[config.mk]
export PLATFORM = sky130hd
export DESIGN_NAME = tfh_core
export DESIGN_NICKNAME = d
export VERILOG_FILES = /design/src/core/tfh_core.v /design/src/core/tfh_cnt.v
export VERILOG_INCLUDE_DIRS = /design/src /design/src/common
export SDC_FILE = /design/constraint.sdc
export NUM_CORES = 1
export LEC_CHECK = 0
export ABC_AREA = 1
export BUFFER_PORTS_ARGS = -buffer_cell sky130_fd_sc_hd__clkbuf_2
export CAP_MARGIN = 20
export CELL_PAD_IN_SITES_DETAIL_PLACEMENT = 1
export CELL_PAD_IN_SITES_GLOBAL_PLACEMENT = 1
export CORE_MARGIN = 2
export CORE_UTILIZATION = 30
export CTS_BUF_LIST = sky130_fd_sc_hd__clkbuf_2 sky130_fd_sc_hd__clkbuf_4 sky130_fd_sc_hd__clkbuf_8
export CTS_CLUSTER_SIZE = 16
export DETAILED_ROUTE_END_ITERATION = 12
export GPL_TIMING_DRIVEN = 0
export HOLD_SLACK_MARGIN = 0.12
export PLACE_DENSITY = 0.69
export RECOVER_POWER = 100
export SETUP_SLACK_MARGIN = 0.4
export SLEW_MARGIN = 20
export SYNTH_ARGS = -nofsm -noshare
export SYNTH_HDL_FRONTEND = slang
export SYNTH_SLANG_ARGS = --single-unit
[constraint.sdc]
create_clock -name pclk -period 2.79 [get_ports pclk]
set_input_delay 0.279 -clock pclk [delete_from_list [all_inputs] [get_ports pclk]]
set_output_delay 0.279 -clock pclk [all_outputs]
set_load 0.02 [all_outputs]
[src/common/tfh_map.vh]
`ifndef TFH_MAP_VH
`define TFH_MAP_VH

// register byte addresses on the apb side
`define TFH_A_DATA     8'h00
`define TFH_A_FEAT     8'h04
`define TFH_A_SCNT     8'h08
`define TFH_A_SNUM     8'h0c
`define TFH_A_CYLL     8'h10
`define TFH_A_CYLH     8'h14
`define TFH_A_DHEAD    8'h18
`define TFH_A_CMD      8'h1c
`define TFH_A_CFG      8'h20

// command codes
`define TFH_CMD_QDMA   8'hcc
`define TFH_CMD_LONG7  7'h19
`define TFH_CMD_MULT   8'hc5
`define TFH_CMD_SVC    8'ha2

// status bit positions
`define TFH_ST_BSY     7
`define TFH_ST_RDY     6
`define TFH_ST_DF      5
`define TFH_ST_SRV     4
`define TFH_ST_DRQ     3
`define TFH_ST_ERR     0

// error bit positions
`define TFH_ER_IDN     4
`define TFH_ER_ABT     2

// sector count low field on release and completion
`define TFH_SC_REL     3'h4
`define TFH_SC_DONE    3'h3

// configuration fields and reset values
`define TFH_CFG_ECC    0
`define TFH_CFG_BLK_HI 15
`define TFH_CFG_BLK_LO 8
`define TFH_BLK_RST    8'h01

// transfer counts
`define TFH_FULL_CNT   9'h100
`define TFH_ONE        9'h001
`define TFH_SEC_WORDS  9'h100
`define TFH_ECC_SHORT  9'h004
`define TFH_ECC_LONG   9'h034

`endif

[src/core/tfh_core.v]
// The implementer's own choices: the APB interface to the registers and the register addresses.
`timescale 1ns/100ps
`include "tfh_map.vh"
module tfh_core (
  input  wire        pclk,
  input  wire        presetn,
  input  wire        psel,
  input  wire        penable,
  input  wire        pwrite,
  input  wire [7:0]  paddr,
  input  wire [31:0] pwdata,
  output reg  [31:0] prdata,
  output reg         pready,
  output reg         pslverr,
  output reg         intrq,
  output reg         dmarq,
  input  wire        media_ready,
  input  wire        media_error,
  output reg  [15:0] media_wdata,
  output reg         media_wvalid,
  output reg         media_ecc
);

  // st_rel holds a released queued write until the host sends service
  localparam ST_IDLE = 2'b00;
  localparam ST_REL  = 2'b01;
  localparam ST_XFER = 2'b10;
  localparam ST_ECC  = 2'b11;

  // the kind picks block interrupts and the completion report
  localparam K_QUEUE = 2'b00;
  localparam K_LONG  = 2'b01;
  localparam K_MULT  = 2'b10;

  reg [1:0]  state;
  reg [1:0]  kind;
  reg [7:0]  feature_in;
  reg [7:0]  error_out;
  reg [7:0]  sector_count_tag;
  reg [7:0]  start_sector_low;
  reg [7:0]  cylinder_low_byte;
  reg [7:0]  cylinder_high_byte;
  reg [7:0]  drive_head_select;
  reg        err_flag;
  reg        srv;
  reg [4:0]  tag;
  reg [27:0] lba;
  reg        cfg_ecc52;
  reg [7:0]  cfg_blk;
  reg [31:0] next_rdata;
  reg        next_slverr;

  wire [8:0] sec_cnt;
  wire [8:0] word_cnt;
  wire [8:0] blk_cnt;

  // a transfer completes on the edge where pready is seen high
  wire acc      = psel & penable & pready;
  wire wr       = acc & pwrite;
  wire drq      = (state == ST_XFER) | (state == ST_ECC);
  wire wr_cmd   = wr & (paddr == `TFH_A_CMD);
  wire wr_data  = wr & (paddr == `TFH_A_DATA) & drq;
  wire rd_stat  = acc & ~pwrite & (paddr == `TFH_A_CMD);
  wire idle     = (state == ST_IDLE);
  wire fail     = drq & media_error;
  wire wr_ok    = wr_data & ~media_error;
  wire last_u   = (word_cnt == `TFH_ONE);
  wire last_sec = (sec_cnt == `TFH_ONE);
  wire last_blk = (blk_cnt == `TFH_ONE);
  wire [7:0] blk_size = cfg_blk;

  // commands are decoded from the write data of the command access
  wire is_queue = (pwdata[7:0] == `TFH_CMD_QDMA);
  wire is_long  = (pwdata[7:1] == `TFH_CMD_LONG7);
  wire is_mult  = (pwdata[7:0] == `TFH_CMD_MULT);
  wire start    = wr_cmd & idle & (is_queue | is_long | is_mult);
  wire abort    = wr_cmd & idle & ~(is_queue | is_long | is_mult);
  // reselection only counts once the device has signalled readiness
  wire service  = wr_cmd & (state == ST_REL) & srv &
                  (pwdata[7:0] == `TFH_CMD_SVC);

  // a sector ends on its last data word, except long write goes to ecc
  wire sec_end  = wr_ok & last_u & (state == ST_XFER) & (kind != K_LONG);
  wire long_ecc = wr_ok & last_u & (state == ST_XFER) & (kind == K_LONG);
  wire done_ok  = (wr_ok & last_u & (state == ST_ECC)) | (sec_end & last_sec);
  wire [27:0] start_lba = {drive_head_select[3:0], cylinder_high_byte,
                           cylinder_low_byte, start_sector_low};

  reg       sec_load;
  reg [8:0] sec_val;
  reg       word_load;
  reg [8:0] word_val;
  reg       blk_load;

  always @* begin
    sec_load  = start;
    sec_val   = `TFH_ONE;
    word_load = start | sec_end | long_ecc;
    word_val  = `TFH_SEC_WORDS;
    blk_load  = start | (sec_end & last_blk);
    if (is_queue) begin
      sec_val = (feature_in == 8'h00) ? `TFH_FULL_CNT
                                      : {1'b0, feature_in};
    end else if (is_mult) begin
      sec_val = (sector_count_tag == 8'h00) ? `TFH_FULL_CNT
                : {1'b0, sector_count_tag};
    end
    if (long_ecc) begin
      word_val = cfg_ecc52 ? `TFH_ECC_LONG : `TFH_ECC_SHORT;
    end
  end

  // sectors left in the command, items left in the sector and sectors left in the block
  tfh_cnt #(.W(9)) u_sec (
    .clk      (pclk),
    .rst_n    (presetn),
    .load     (sec_load),
    .load_val (sec_val),
    .dec      (sec_end),
    .count    (sec_cnt)
  );

  tfh_cnt #(.W(9)) u_word (
    .clk      (pclk),
    .rst_n    (presetn),
    .load     (word_load),
    .load_val (word_val),
    .dec      (wr_ok),
    .count    (word_cnt)
  );

  tfh_cnt #(.W(9)) u_blk (
    .clk      (pclk),
    .rst_n    (presetn),
    .load     (blk_load),
    .load_val ({1'b0, blk_size}),
    .dec      (sec_end),
    .count    (blk_cnt)
  );

  // register read mux; rdy and df are fixed, bsy never set here
  always @* begin
    next_rdata  = 32'h0000_0000;
    next_slverr = 1'b0;
    case (paddr)
      `TFH_A_DATA:  next_rdata = 32'h0000_0000;
      `TFH_A_FEAT:  next_rdata[7:0] = error_out;
      `TFH_A_SCNT:  next_rdata[7:0] = sector_count_tag;
      `TFH_A_SNUM:  next_rdata[7:0] = start_sector_low;
      `TFH_A_CYLL:  next_rdata[7:0] = cylinder_low_byte;
      `TFH_A_CYLH:  next_rdata[7:0] = cylinder_high_byte;
      `TFH_A_DHEAD: next_rdata[7:0] = drive_head_select;
      `TFH_A_CMD: begin
        next_rdata[`TFH_ST_BSY] = 1'b0;
        next_rdata[`TFH_ST_RDY] = 1'b1;
        next_rdata[`TFH_ST_DF]  = 1'b0;
        next_rdata[`TFH_ST_SRV] = srv;
        next_rdata[`TFH_ST_DRQ] = drq;
        next_rdata[`TFH_ST_ERR] = err_flag;
      end
      `TFH_A_CFG: begin
        next_rdata[`TFH_CFG_ECC] = cfg_ecc52;
        next_rdata[`TFH_CFG_BLK_HI:`TFH_CFG_BLK_LO] = cfg_blk;
      end
      default: next_slverr = 1'b1;
    endcase
  end

  // zero wait states: the setup cycle prepares the answer
  always @(posedge pclk or negedge presetn) begin
    if (!presetn) begin
      pready  <= 1'b0;
      prdata  <= 32'h0000_0000;
      pslverr <= 1'b0;
    end else begin
      pready  <= psel & ~penable;
      prdata  <= next_rdata;
      pslverr <= psel & ~penable & next_slverr;
    end
  end

  always @(posedge pclk or negedge presetn) begin
    if (!presetn) begin
      media_wvalid <= 1'b0;
      media_wdata  <= 16'h0000;
      media_ecc    <= 1'b0;
    end else begin
      media_wvalid <= wr_ok;
      media_ecc    <= (state == ST_ECC);
      if (wr_ok) begin
        // ecc bytes use only the low lane
        media_wdata <= (state == ST_ECC) ? {8'h00, pwdata[7:0]}
                                         : pwdata[15:0];
      end
    end
  end

  // interrupt: set wins over the clear by a status read
  always @(posedge pclk or negedge presetn) begin
    if (!presetn) begin
      intrq <= 1'b0;
    end else if (abort | done_ok | fail) begin
      intrq <= 1'b1;
    end else if (sec_end & last_blk & (kind == K_MULT)) begin
      intrq <= 1'b1;
    end else if (rd_stat) begin
      intrq <= 1'b0;
    end
  end

  always @(posedge pclk or negedge presetn) begin
    if (!presetn) begin
      state              <= ST_IDLE;
      kind               <= K_QUEUE;
      feature_in         <= 8'h00;
      error_out          <= 8'h00;
      sector_count_tag   <= 8'h00;
      start_sector_low   <= 8'h00;
      cylinder_low_byte  <= 8'h00;
      cylinder_high_byte <= 8'h00;
      drive_head_select  <= 8'h00;
      err_flag           <= 1'b0;
      srv                <= 1'b0;
      tag                <= 5'h00;
      lba                <= 28'h000_0000;
      dmarq              <= 1'b0;
      cfg_ecc52          <= 1'b0;
      cfg_blk            <= `TFH_BLK_RST;
    end else begin
      // the task file is frozen while a command owns it
      if (wr & idle) begin
        case (paddr)
          `TFH_A_FEAT:  feature_in         <= pwdata[7:0];
          `TFH_A_SCNT:  sector_count_tag   <= pwdata[7:0];
          `TFH_A_SNUM:  start_sector_low   <= pwdata[7:0];
          `TFH_A_CYLL:  cylinder_low_byte  <= pwdata[7:0];
          `TFH_A_CYLH:  cylinder_high_byte <= pwdata[7:0];
          `TFH_A_DHEAD: drive_head_select  <= pwdata[7:0];
          `TFH_A_CFG: begin
            cfg_ecc52 <= pwdata[`TFH_CFG_ECC];
            // a zero block size would never raise a block interrupt
            if (pwdata[`TFH_CFG_BLK_HI:`TFH_CFG_BLK_LO] != 8'h00) begin
              cfg_blk <= pwdata[`TFH_CFG_BLK_HI:`TFH_CFG_BLK_LO];
            end
          end
          default: ;
        endcase
      end
      if (abort) begin
        error_out <= 8'h00;
        error_out[`TFH_ER_ABT] <= 1'b1;
        err_flag  <= 1'b1;
      end
      if (start) begin
        error_out <= 8'h00;
        err_flag  <= 1'b0;
        lba       <= start_lba;
        tag       <= sector_count_tag[7:3];
        state     <= ST_XFER;
        if (is_queue) begin
          kind <= K_QUEUE;
          if (media_ready) begin
            srv   <= 1'b1;
            dmarq <= 1'b1;
          end else begin
            state <= ST_REL;
            srv   <= 1'b0;
            sector_count_tag <= {sector_count_tag[7:3],
                                 `TFH_SC_REL};
          end
        end else if (is_long) begin
          kind <= K_LONG;
        end else begin
          kind <= K_MULT;
        end
      end
      // srv follows the medium one cycle late; service is refused before it
      if (state == ST_REL) begin
        if (media_ready) begin
          srv <= 1'b1;
        end
        if (service) begin
          state <= ST_XFER;
          dmarq <= 1'b1;
        end
      end
      if (sec_end) begin
        lba <= lba + 28'h000_0001;
      end
      if (long_ecc) begin
        state <= ST_ECC;
      end
      // no release path from here: the data phase runs to its end
      if (done_ok | fail) begin
        state <= ST_IDLE;
        dmarq <= 1'b0;
        srv   <= 1'b0;
        case (kind)
          K_QUEUE: sector_count_tag <= {tag, `TFH_SC_DONE};
          K_LONG:  sector_count_tag <= fail ? 8'h01 : 8'h00;
          // limitation: 256 sectors still owed read back as zero
          default: sector_count_tag <= fail ? sec_cnt[7:0] : 8'h00;
        endcase
      end
      // software finds the failing sector in the task file after an error
      if (fail) begin
        error_out <= 8'h00;
        error_out[`TFH_ER_IDN] <= 1'b1;
        err_flag  <= 1'b1;
        start_sector_low   <= lba[7:0];
        cylinder_low_byte  <= lba[15:8];
        cylinder_high_byte <= lba[23:16];
        drive_head_select  <= {drive_head_select[7:4], lba[27:24]};
      end
    end
  end

endmodule // tfh_core

[src/core/tfh_cnt.v]
`timescale 1ns/100ps
// loadable down counter; a load wins over a decrement
module tfh_cnt #(
  parameter W = 9
) (
  input  wire         clk,
  input  wire         rst_n,
  input  wire         load,
  input  wire [W-1:0] load_val,
  input  wire         dec,
  output reg  [W-1:0] count
);

  always @(posedge clk or negedge rst_n) begin
    if (!rst_n) begin
      count <= {W{1'b0}};
    end else if (load) begin
      count <= load_val;
    end else if (dec) begin
      count <= count - {{(W-1){1'b0}}, 1'b1};
    end
  end

endmodule // tfh_cnt

==> flow_summary.toml, run 1 <==
[status]
run_status = "complete, no violations"

[routing]
drtAntennaViolNets = 0
viasPerCell = 4.98
wire_per_inst_um = 19.0
first_pass_iters = 7
vias = 8628
drt_drc_violations_left = 0
drt_wl_total_mm = 32.8
drtIter0Drc = 552

[min_path]
min_path_type = "primary input to flop"
hold_path_end = "pslverr"
whs_path_depth = 5
hp-start = "psel"

[critical_path]
path_cells = "dlygate4sd3_1, clkbuf_1, nand2_1, nor2_1, nand2_1, nor2_8, nand2_2, buf_2, o21ai_0, o21ai_1, o21ai_1"
worstPathArrival_ns = 2.79
cp-end-kind = "flop"
slowest_delay_ns = 0.54
path_class = "primary input to flop"
worstRegToRegCells = 9
r2r-end = "sector_count_tag[0]"
reg2reg_from = "pready"
startpoint_type = "primary input"
r2r_slack_ns = 0.56
cp_data_required_time_ns = 3.22
worstPathMaxFanout = 10
slowest_stage = "dlygate4sd3_1"

[cts]
tritoncts = "built"
htree_levels = 4
clkSlewWorstSetupHoldPaths_ns = 0.11
clkLatencyLatePin_ns = 0.50
cts_buffer_depth = 2
numCtsBuffers = 17
cts_sinks = 163
cts-root-buf = "clkbuf_8"

[synthesis]
synth_async_sr_flop_share = 1.00
synth-edff-count = 0
netlist_area_um2 = 9240
yosysTopAreaCell = "dfrtp_1"
ys_warn_count = 0
synthCells = 1204
synth_common_cells = "nand2_1 (345), dfrtp_1 (162), inv_1 (145), nor2_1 (105), o21ai_0 (92)"
avgSynthCellArea_um2 = 7.68
synth_top_area_share = 0.439
ys_top_cells_by_area = "dfrtp_1 (44%), nand2_1 (14%), inv_1 (5.9%)"
synth_cell_types = 47
ys_ff_latch = 163
synth.most_common_cell = "nand2_1"
yosys_most_used_dff = "dfrtp_1"
seq_area_frac_synth = 0.441

[timing]
slew_headroom = 0.0585
fin_tns_setup_ns = 0
period_needed_ns = 2.36
worstMarginPinSlew_ns = 1.41
slew_viol_final = 0
setup_viol = 0
rsz0062_at_grt = "false"
skew_ns = 0.0232
hold_viol = 0
fmax_mhz = 424
period_share = 0.846

[layout]
syn2layout_area_growth_pct = 14.8
post_layout_nonfiller_instances = 1731
multiInputGateArea_um2 = 4300
drive_gt1_frac = 0.103
seq_area_um2 = 4080
n_antenna_cell = 0
fin_nets = 1376
nFillCells = 3821
utilization = 0.349

[global_routing]
antenna_found_initial = 0
first_global_vias = 8924
grt_max_degree = 63
grt_pass1_wl_mm = 52.2
grt-ovfl-total = 0
grt_use_total = 0.207

[floorplanning]
initial_core_util = 0.304
dieArea_um2 = 32200
die_w_um = 180
core_um2 = 30400
io-pin-count = 101
die_h_um = 180
fp-row-count = 64

[power_and_ir_drop]
p_leak_nw = 5.13
peakVddDrop_mv = 0.286
cellPowerDensity_nw_per_um2 = 453

[placement]
gp_congestion = 0.928
io_buffers = 68
dp_hpwl_mm = 25.4
dp.cells = 1685

[run]
maxCapViolCount = 0
## cell usage in the layout, fill, tap and decap left out, types with 5 or more instances in the layout
cell           netlist  final
nor4_1               7      7
nor2_1             105    107
o211ai_1            11     11
conb_1               1     16
o21ai_0             92     98
clkbuf_2             0     29
o221ai_1            13     13
dlygate4sd3_1        0     14
buf_4               24     24
ha_1                 7      7
clkbuf_1             9     52
inv_8                0      6
a22oi_1             19     19
nor2_2              11      9
inv_2                8      7
o31ai_1              9      9
clkbuf_8             0     17
buf_6                5      5
nor3_1              11     11
nor2_4               5      5
o21ai_1             18     12
dfrtp_1            162    162
nand2_1            345    346
nand4_1             21     21
a21oi_1             16     16
xnor2_1             11     11
inv_1              145    146
nand3_1             63     66
xor2_1              27     27
o22ai_1              8      8
## layer usage
metal  global-route usage  up-vias  wire [µm]
met4               0.0569        0        616
met2                0.341      162      15700
met3               0.0257       41       1060
met1                0.287     4302      15400
li1                     -     4123          -
met5                    0        -          0
## sequential cells by signal (all words and copies together), names as in the netlist, 9 cells and up
register / flops
lba: 28
media_wdata: 16
prdata: 16
u_blk.count: 9
u_sec.count: 9
u_word.count: 9
## worst max-delay path by stage
stage	startpoint	to	slack (ns)	cells past startpoint
floorplan	pready	lba[24]	1.06	9
global placement	presetn	sector_count_tag[7]	-1.76	1
detailed placement	paddr[7]	feature_in[4]	0.35	7
CTS	kind[0]	lba[25]	0.47	8
global route	paddr[2]	lba[18]	0.23	12
finish	paddr[2]	lba[25]	0.43	11
## cell type report
class / instances / area share
Clock buffer: 17 / 0.0220
Timing Repair Buffer: 84 / 0.0438
Tap cell: 396 / 0.0467
Multi-Input combinational cell: 856 / 0.405
Inverter: 154 / 0.0544
Sequential cell: 163 / 0.384
Clock inverter: 15 / 0.0150
Buffer: 46 / 0.0288
## stage by stage
| step | power (W) | hold slack (ns) | area [µm²] | setup slack (ns) |
|---|---|---|---|---|
| floorplan | 0.00282 | -0.0166 | 9300 | 1.06 |
| CTS | 0.00485 | 0.138 | 10700 | 0.467 |
| global route | 0.00501 | 0.184 | 10600 | 0.225 |
| detailed placement | 0.00305 | 0.279 | 10200 | 0.347 |
| global placement | 0.00302 | 0.465 | 10100 | -1.76 |
| finish | 0.00481 | 0.157 | 10600 | 0.430 |
## worst max-delay path: cells and delay by family
kind / cells / cell delay, ns
AO/OA/AOI/OAI: 3 / 0.54
buffers and inverters: 3 / 0.97
AND/OR/NAND/NOR: 5 / 0.99
## cells by family (layout without fill, tap and decap cells)
logic type                 after synthesis  count (layout)  synth area share
other                                    1              16          0.000406
DFF                                    163             163             0.441
xor gates and xnor gates                38              38            0.0360
AOI/OAI and AO/OA                      198             198             0.129
buffers and inverters                  200             316            0.0958
and+or+nand+nor                        597             597             0.288
adders and majority gates                7               7           0.00947
## what timing repair did
item                                   4_1_cts  5_1_grt
hold buffers                                14        0
buffers inserted                             0        0
setup endpoints to repair                    0       10
gates resized for setup                      0        5
endpoints found under the hold margin       65        0
## power by group
group          switching (W)  internal (W)  leakage, nW
registers          0.0000903       0.00246         2.08
clock network        0.00112      0.000674        0.194
logic               0.000319      0.000145         2.85
total                0.00153       0.00328         5.13
Note: power is estimated with default switching activity, not from simulation.
==> inputs of run 2 (changes only) <==
Clock period 2.79 ns to 2.2 ns, I/O delays scaled along.
==> run 2 against run 1 <==
  * Clock skew fell by 0.00091 ns
  * Sequential power is 27% higher
  * Non-clock buffer count is 79 higher
  * Final cell count up 4.6%
  * Core utilization increased by 4.7 points
  * Die area did not move
  * Via count increased by 8.0%
  * Total power rose by 29%
  * Largest power group unchanged
==> flow_summary.toml, run 2 (synthesis gave the netlist of run 1 again) <==
[critical_path]
cp-startpoint = "pready"
path_class = "flop to flop"
worstPathArrival_ns = 2.51
cp_data_required_time_ns = 2.62
cp-end-kind = "flop"
startpoint_type = "flop"
r2r_slack_ns = 0.11
worstRegToRegCells = 9
worstPathMaxFanout = 6
reg2reg_from = "pready"
r2r-end = "u_sec.count[1]"

[routing]
first_pass_iters = 8
drt_drc_violations_left = 0
vias = 9316
top_layer = "met4"
viasPerCell = 5.15
drt_wl_total_mm = 37.4
drtAntennaViolNets = 0
wire_per_inst_um = 20.6
dr_wl_met2_mm = 18.4
dr_wl_met3_mm = 1.76
wl_met1_mm = 15.9
drtIter0Drc = 745

[timing]
fin_tns_setup_ns = 0
skew_ns = 0.0223
fmax_mhz = 478
slew_headroom = 0.0633
hold_viol = 0
period_share = 0.950
holdWs_ns = 0.145
worst_slack_ns = 0.110
setup_viol = 0
worstMarginPinSlew_ns = 1.41
slew_viol_final = 0
rsz0062_at_grt = "true"
period_needed_ns = 2.09

[power_and_ir_drop]
cellPowerDensity_nw_per_um2 = 515
peakVddDrop_mv = 0.348
p_leak_nw = 5.77
power.total_w = 0.00621

[layout]
seq_area_um2 = 4090
reg.largest.list = "lba x28, media_wdata x16, prdata x16"
final_common_cell = "nand2_1"
top_register = "lba"
multiInputGateArea_um2 = 4790
syn2layout_area_growth_pct = 30.3
nFillCells = 3755
largest_reg_flops = 28
n_antenna_cell = 0
drive_gt1_frac = 0.211
final_cell_mix = "nand2_1 (331), dfrtp_1 (153), inv_1 (140), nor2_1 (93), o21ai_0 (72)"
fin_nets = 1455

[min_path]
min_path_type = "primary input to flop"
whs_path_depth = 5
hp-start = "pwrite"
hold_path_end = "intrq"

[cts]
cts_buffer_depth = 2
numCtsBuffers = 17
htree_levels = 4
cts-root-buf = "clkbuf_8"
clkSlewWorstSetupHoldPaths_ns = 0.11
clkLatencyLatePin_ns = 0.49
cts_sinks = 163
tritoncts = "built"

[global_routing]
grt_max_degree = 63
first_global_vias = 9345
antenna_found_initial = 0
grt_use_total = 0.216
grt_pass1_wl_mm = 54.4
grt-ovfl-total = 0

[floorplanning]
initial_core_util = 0.304
die_w_um = 180
dieArea_um2 = 32200
die_h_um = 180
core_um2 = 30400
fp-row-count = 64
io-pin-count = 101

[placement]
gp_congestion = 0.928
io_buffers = 68
dp_hpwl_mm = 25.4
pre_cts_slack_ns = -0.184

[status]
run_status = "complete, no violations"

[run]
maxCapViolCount = 0
==> run 2: changes by cell type in the layout (fill, tap and decap cells not counted), sizes merged <==
cell and change:
buf +62, inv -2, clkinvlp +2, clkbuf +17
==> run 2: what timing repair did <==
item                                   in CTS  in global routing
hold buffers                               14                  0
pin swaps                                  20                 31
cloned                                      2                  7
setup buffers                              29                 41
endpoints found under the hold margin     116                  0
gates resized for setup                    84                146
setup endpoints to repair                 110                118
==> run 2: report_power, final <==
| part | switching (W) | internal, W |
|---|---|---|
| registers | 0.000122 | 0.00312 |
| clock network | 0.00144 | 0.000855 |
| logic | 0.000453 | 0.000215 |
==> run 2: layout make-up <==
type,count,share of cell area
Clock inverter,15,0.0132
Tap cell,396,0.0411
Inverter,154,0.0511
Buffer,46,0.0346
Timing Repair Buffer,163,0.104
Sequential cell,163,0.340
Multi-Input combinational cell,856,0.398
Clock buffer,17,0.0194
==> run 2: how the worst max path moves through the flow <==
stage / endpoint / slack (ns) / cells after the start
final: u_sec.count[1] / 0.11 / 9
after global routing: lba[4] / 0.04 / 10
after CTS: lba[8] / 0.28 / 10
after detailed placement: feature_in[4] / -0.18 / 7
after global placement: sector_count_tag[7] / -2.30 / 1
after floorplan: lba[24] / 0.47 / 9
==> run 2: per-stage QoR <==
stage / util / cells / instance area, µm²
floorplan: - / 1219 / 9300
global placement: 0.333 / 1683 / 10100
detailed placement: 0.335 / 1685 / 10200
CTS: 0.373 / 1762 / 11300
global route: 0.396 / 1810 / 12000
finish: 0.396 / 1810 / 12000
==> run 2: routing by layer <==
layer,vias up,global-route usage
met5,-,0
li1,4274,-
met3,86,0.0292
met2,299,0.362
met1,4657,0.290
met4,0,0.0644
==> run 2: worst max-delay path: stages (launching register included) <==
cell      delay (ns)
dfrtp_1         0.42
nand3_4         0.12
nor2_8          0.23
nand4_1         0.18
nor2_1          0.16
nand2_1         0.14
o21ai_4         0.28
clkbuf_2        0.30
nand2_1         0.11
o21ai_2         0.07
==> inputs of run 3 (changes only) <==
--- a/config.mk
+++ b/config.mk
@@ -12,4 +12,5 @@
 export CELL_PAD_IN_SITES_DETAIL_PLACEMENT = 1
 export CELL_PAD_IN_SITES_GLOBAL_PLACEMENT = 1
+export CORE_ASPECT_RATIO = 0.5
 export CORE_MARGIN = 2
 export CORE_UTILIZATION = 30
==> constraint.sdc (replaced) <==
create_clock -name pclk -period 2.2 [get_ports pclk]
set_input_delay 0.22 -clock pclk [delete_from_list [all_inputs] [get_ports pclk]]
set_output_delay 0.22 -clock pclk [all_outputs]
set_load 0.01 [all_outputs]
==> run 3 against run 2 <==
  * Routed wire length increased by 0.52%
  * Clock skew increased by 0.0099 ns
  * Cell area increased by 2.8%
  * Hold slack improved by 0.0014 ns
  * Combinational power about the same
  * Clock power increased by 7%
  * Total power increased by 2.5%
  * Final cell count increased by 0.77%
  * Core utilization increased by 1.2 points
  * Count of clock-buffer cells in the layout increased by 6
  * First-iteration DRC count decreased by 4.7%
  * Fmax increased by 1.7%
==> flow_summary.toml, run 3 (synthesis gave the netlist of run 1 again) <==
[routing]
drt_wl_total_mm = 37.6
vias = 9464
first_pass_iters = 5
drt_drc_violations_left = 0
wire_per_inst_um = 20.6
drtIter0Drc = 710
drtAntennaViolNets = 0
viasPerCell = 5.19

[critical_path]
cp-end-kind = "flop"
path_class = "primary input to flop"
slowest_delay_ns = 0.57
worstPathMaxFanout = 7
cp_data_required_time_ns = 2.64
path_cells = "clkbuf_1, dlygate4sd3_1, nand2_1, nor2_1, nand2_4, nor2_8, nand2_1, nand2_4, buf_6, buf_12, o21ai_1, a31oi_1"
worstPathArrival_ns = 2.49
slowest_stage = "dlygate4sd3_1"
startpoint_type = "primary input"

[power_and_ir_drop]
cellPowerDensity_nw_per_um2 = 513
power_frac_clock = 0.384
intPower_w = 0.00459
power_switching_w = 0.00177
power.total_w = 0.00636
comb_power_share = 0.105
p_leak_nw = 6.03
peakVddDrop_mv = 0.340
swShare = 0.278
pwr-share-seq = 0.511

[layout]
nFillCells = 3642
final_cell_mix = "nand2_1 (310), dfrtp_1 (157), inv_1 (138), nor2_1 (89), o21ai_0 (75)"
seq_area_um2 = 4090
syn2layout_area_growth_pct = 34.0
drive_gt1_frac = 0.238
multiInputGateArea_um2 = 4920
largest_reg_flops = 28
n_antenna_cell = 0
top_register = "lba"
reg.largest.list = "lba x28, media_wdata x16, prdata x16"
final_common_cell = "nand2_1"
fin_nets = 1466

[global_routing]
first_global_vias = 9605
grt_use_total = 0.228
grt-ovfl-total = 0
grt_pass1_wl_mm = 55.7
antenna_found_initial = 0
grt_max_degree = 86

[floorplanning]
fp-row-count = 45
dieArea_um2 = 32300
initial_core_util = 0.305
die_w_um = 252
die_h_um = 128
core_um2 = 30300
io-pin-count = 101

[cts]
clkLatencyLatePin_ns = 0.52
numCtsBuffers = 17
clkSlewWorstSetupHoldPaths_ns = 0.11
cts_sinks = 163
htree_levels = 4
cts-root-buf = "clkbuf_8"
cts_buffer_depth = 2
tritoncts = "built"

[timing]
skew_ns = 0.0322
slew_viol_final = 0
setup_viol = 0
rsz0062_at_grt = "true"
fmax_mhz = 486
period_share = 0.935
slew_headroom = 0.195
hold_viol = 0
worstMarginPinSlew_ns = 1.21
period_needed_ns = 2.06
holdWs_ns = 0.147

[status]
run_status = "complete, no violations"

[placement]
gp_congestion = 0.931
dp_hpwl_mm = 26.1
io_buffers = 68

[min_path]
min_path_type = "primary input to flop"

[run]
maxCapViolCount = 0
==> run 3: changes by cell type in the layout (fill, tap and decap cells not counted), sizes merged <==
cell	before	now
bufinv	0	3
inv	159	154
clkinv	6	5
buf	96	119
clkbuf	116	106
dlygate4sd3	14	18
clkinvlp	4	1
==> run 3: final timing paths <==
path                                           from                  end  slack, ns  cells after the start
worst max-delay path                       paddr[2]             state[1]       0.14                     12
worst min-delay path                      pwdata[3]              kind[0]       0.15                      4
worst max register to register             state[1]       u_blk.count[8]       0.17                     10
worst min register to register  start_sector_low[7]  start_sector_low[7]       0.49                      2
max in group asynchronous                   presetn      u_word.count[4]       0.58                      3
min in group asynchronous                   presetn              lba[25]       0.52                      2
==> run 3: power groups by stage <==
| stage | logic (W) | registers [W] | clock network, W |
|---|---|---|---|
| final | 0.000670 | 0.00325 | 0.00244 |
| after global routing | 0.000740 | 0.00326 | 0.00263 |
| after CTS | 0.000639 | 0.00324 | 0.00250 |
| after detailed placement | 0.000570 | 0.00330 | 0 |
| after global placement | 0.000548 | 0.00330 | 0 |
| after floorplan | 0.000306 | 0.00325 | 0 |
==> run 3: worst max-delay path: cells and delay by family <==
family | cells | cell delay (ns)
AOI/OAI and AO/OA | 2 | 0.32
and+or+nand+nor | 6 | 0.99
buffers and inverters | 4 | 0.94
==> run 3: final cells by class <==
type | instances | share of cell area
Timing Repair Buffer | 174 | 0.113
Sequential cell | 163 | 0.330
Tap cell | 399 | 0.0403
Buffer | 46 | 0.0366
Multi-Input combinational cell | 856 | 0.397
Clock inverter | 9 | 0.0102
Clock buffer | 23 | 0.0240
Inverter | 154 | 0.0486
==> run 3: repair_timing <==
item                                    4_1_cts  5_1_grt
endpoints found under the setup margin      107      118
setup buffers                                55       26
hold buffers                                 18        0
resized for setup                           135      140
gates cloned                                  4        2
pin swaps                                    29       41
endpoints found under the hold margin       100        0
==> run 3: layer usage <==
metal	up-vias	global-route usage	wire length [µm]
li1	4305	-	-
met5	-	0	0
met1	4801	0.306	16600
met4	0	0.0658	861
met2	299	0.368	17600
met3	59	0.0528	2480
==> run 3: through the flow <==
| stage | setup slack, ns | util | instance area [µm²] | instances | TNS (ns) |
|---|---|---|---|---|---|
| final | 0.144 | 0.408 | 12400 | 1824 | 0 |
| after global routing | 0.0859 | 0.408 | 12400 | 1824 | 0 |
| after CTS | 0.290 | 0.390 | 11800 | 1796 | 0 |
| after detailed placement | -0.195 | 0.335 | 10200 | 1687 | -2.09 |
| after global placement | -2.23 | 0.334 | 10100 | 1686 | -359.35 |
| after floorplan | 0.476 | - | 9300 | 1219 | 0 |
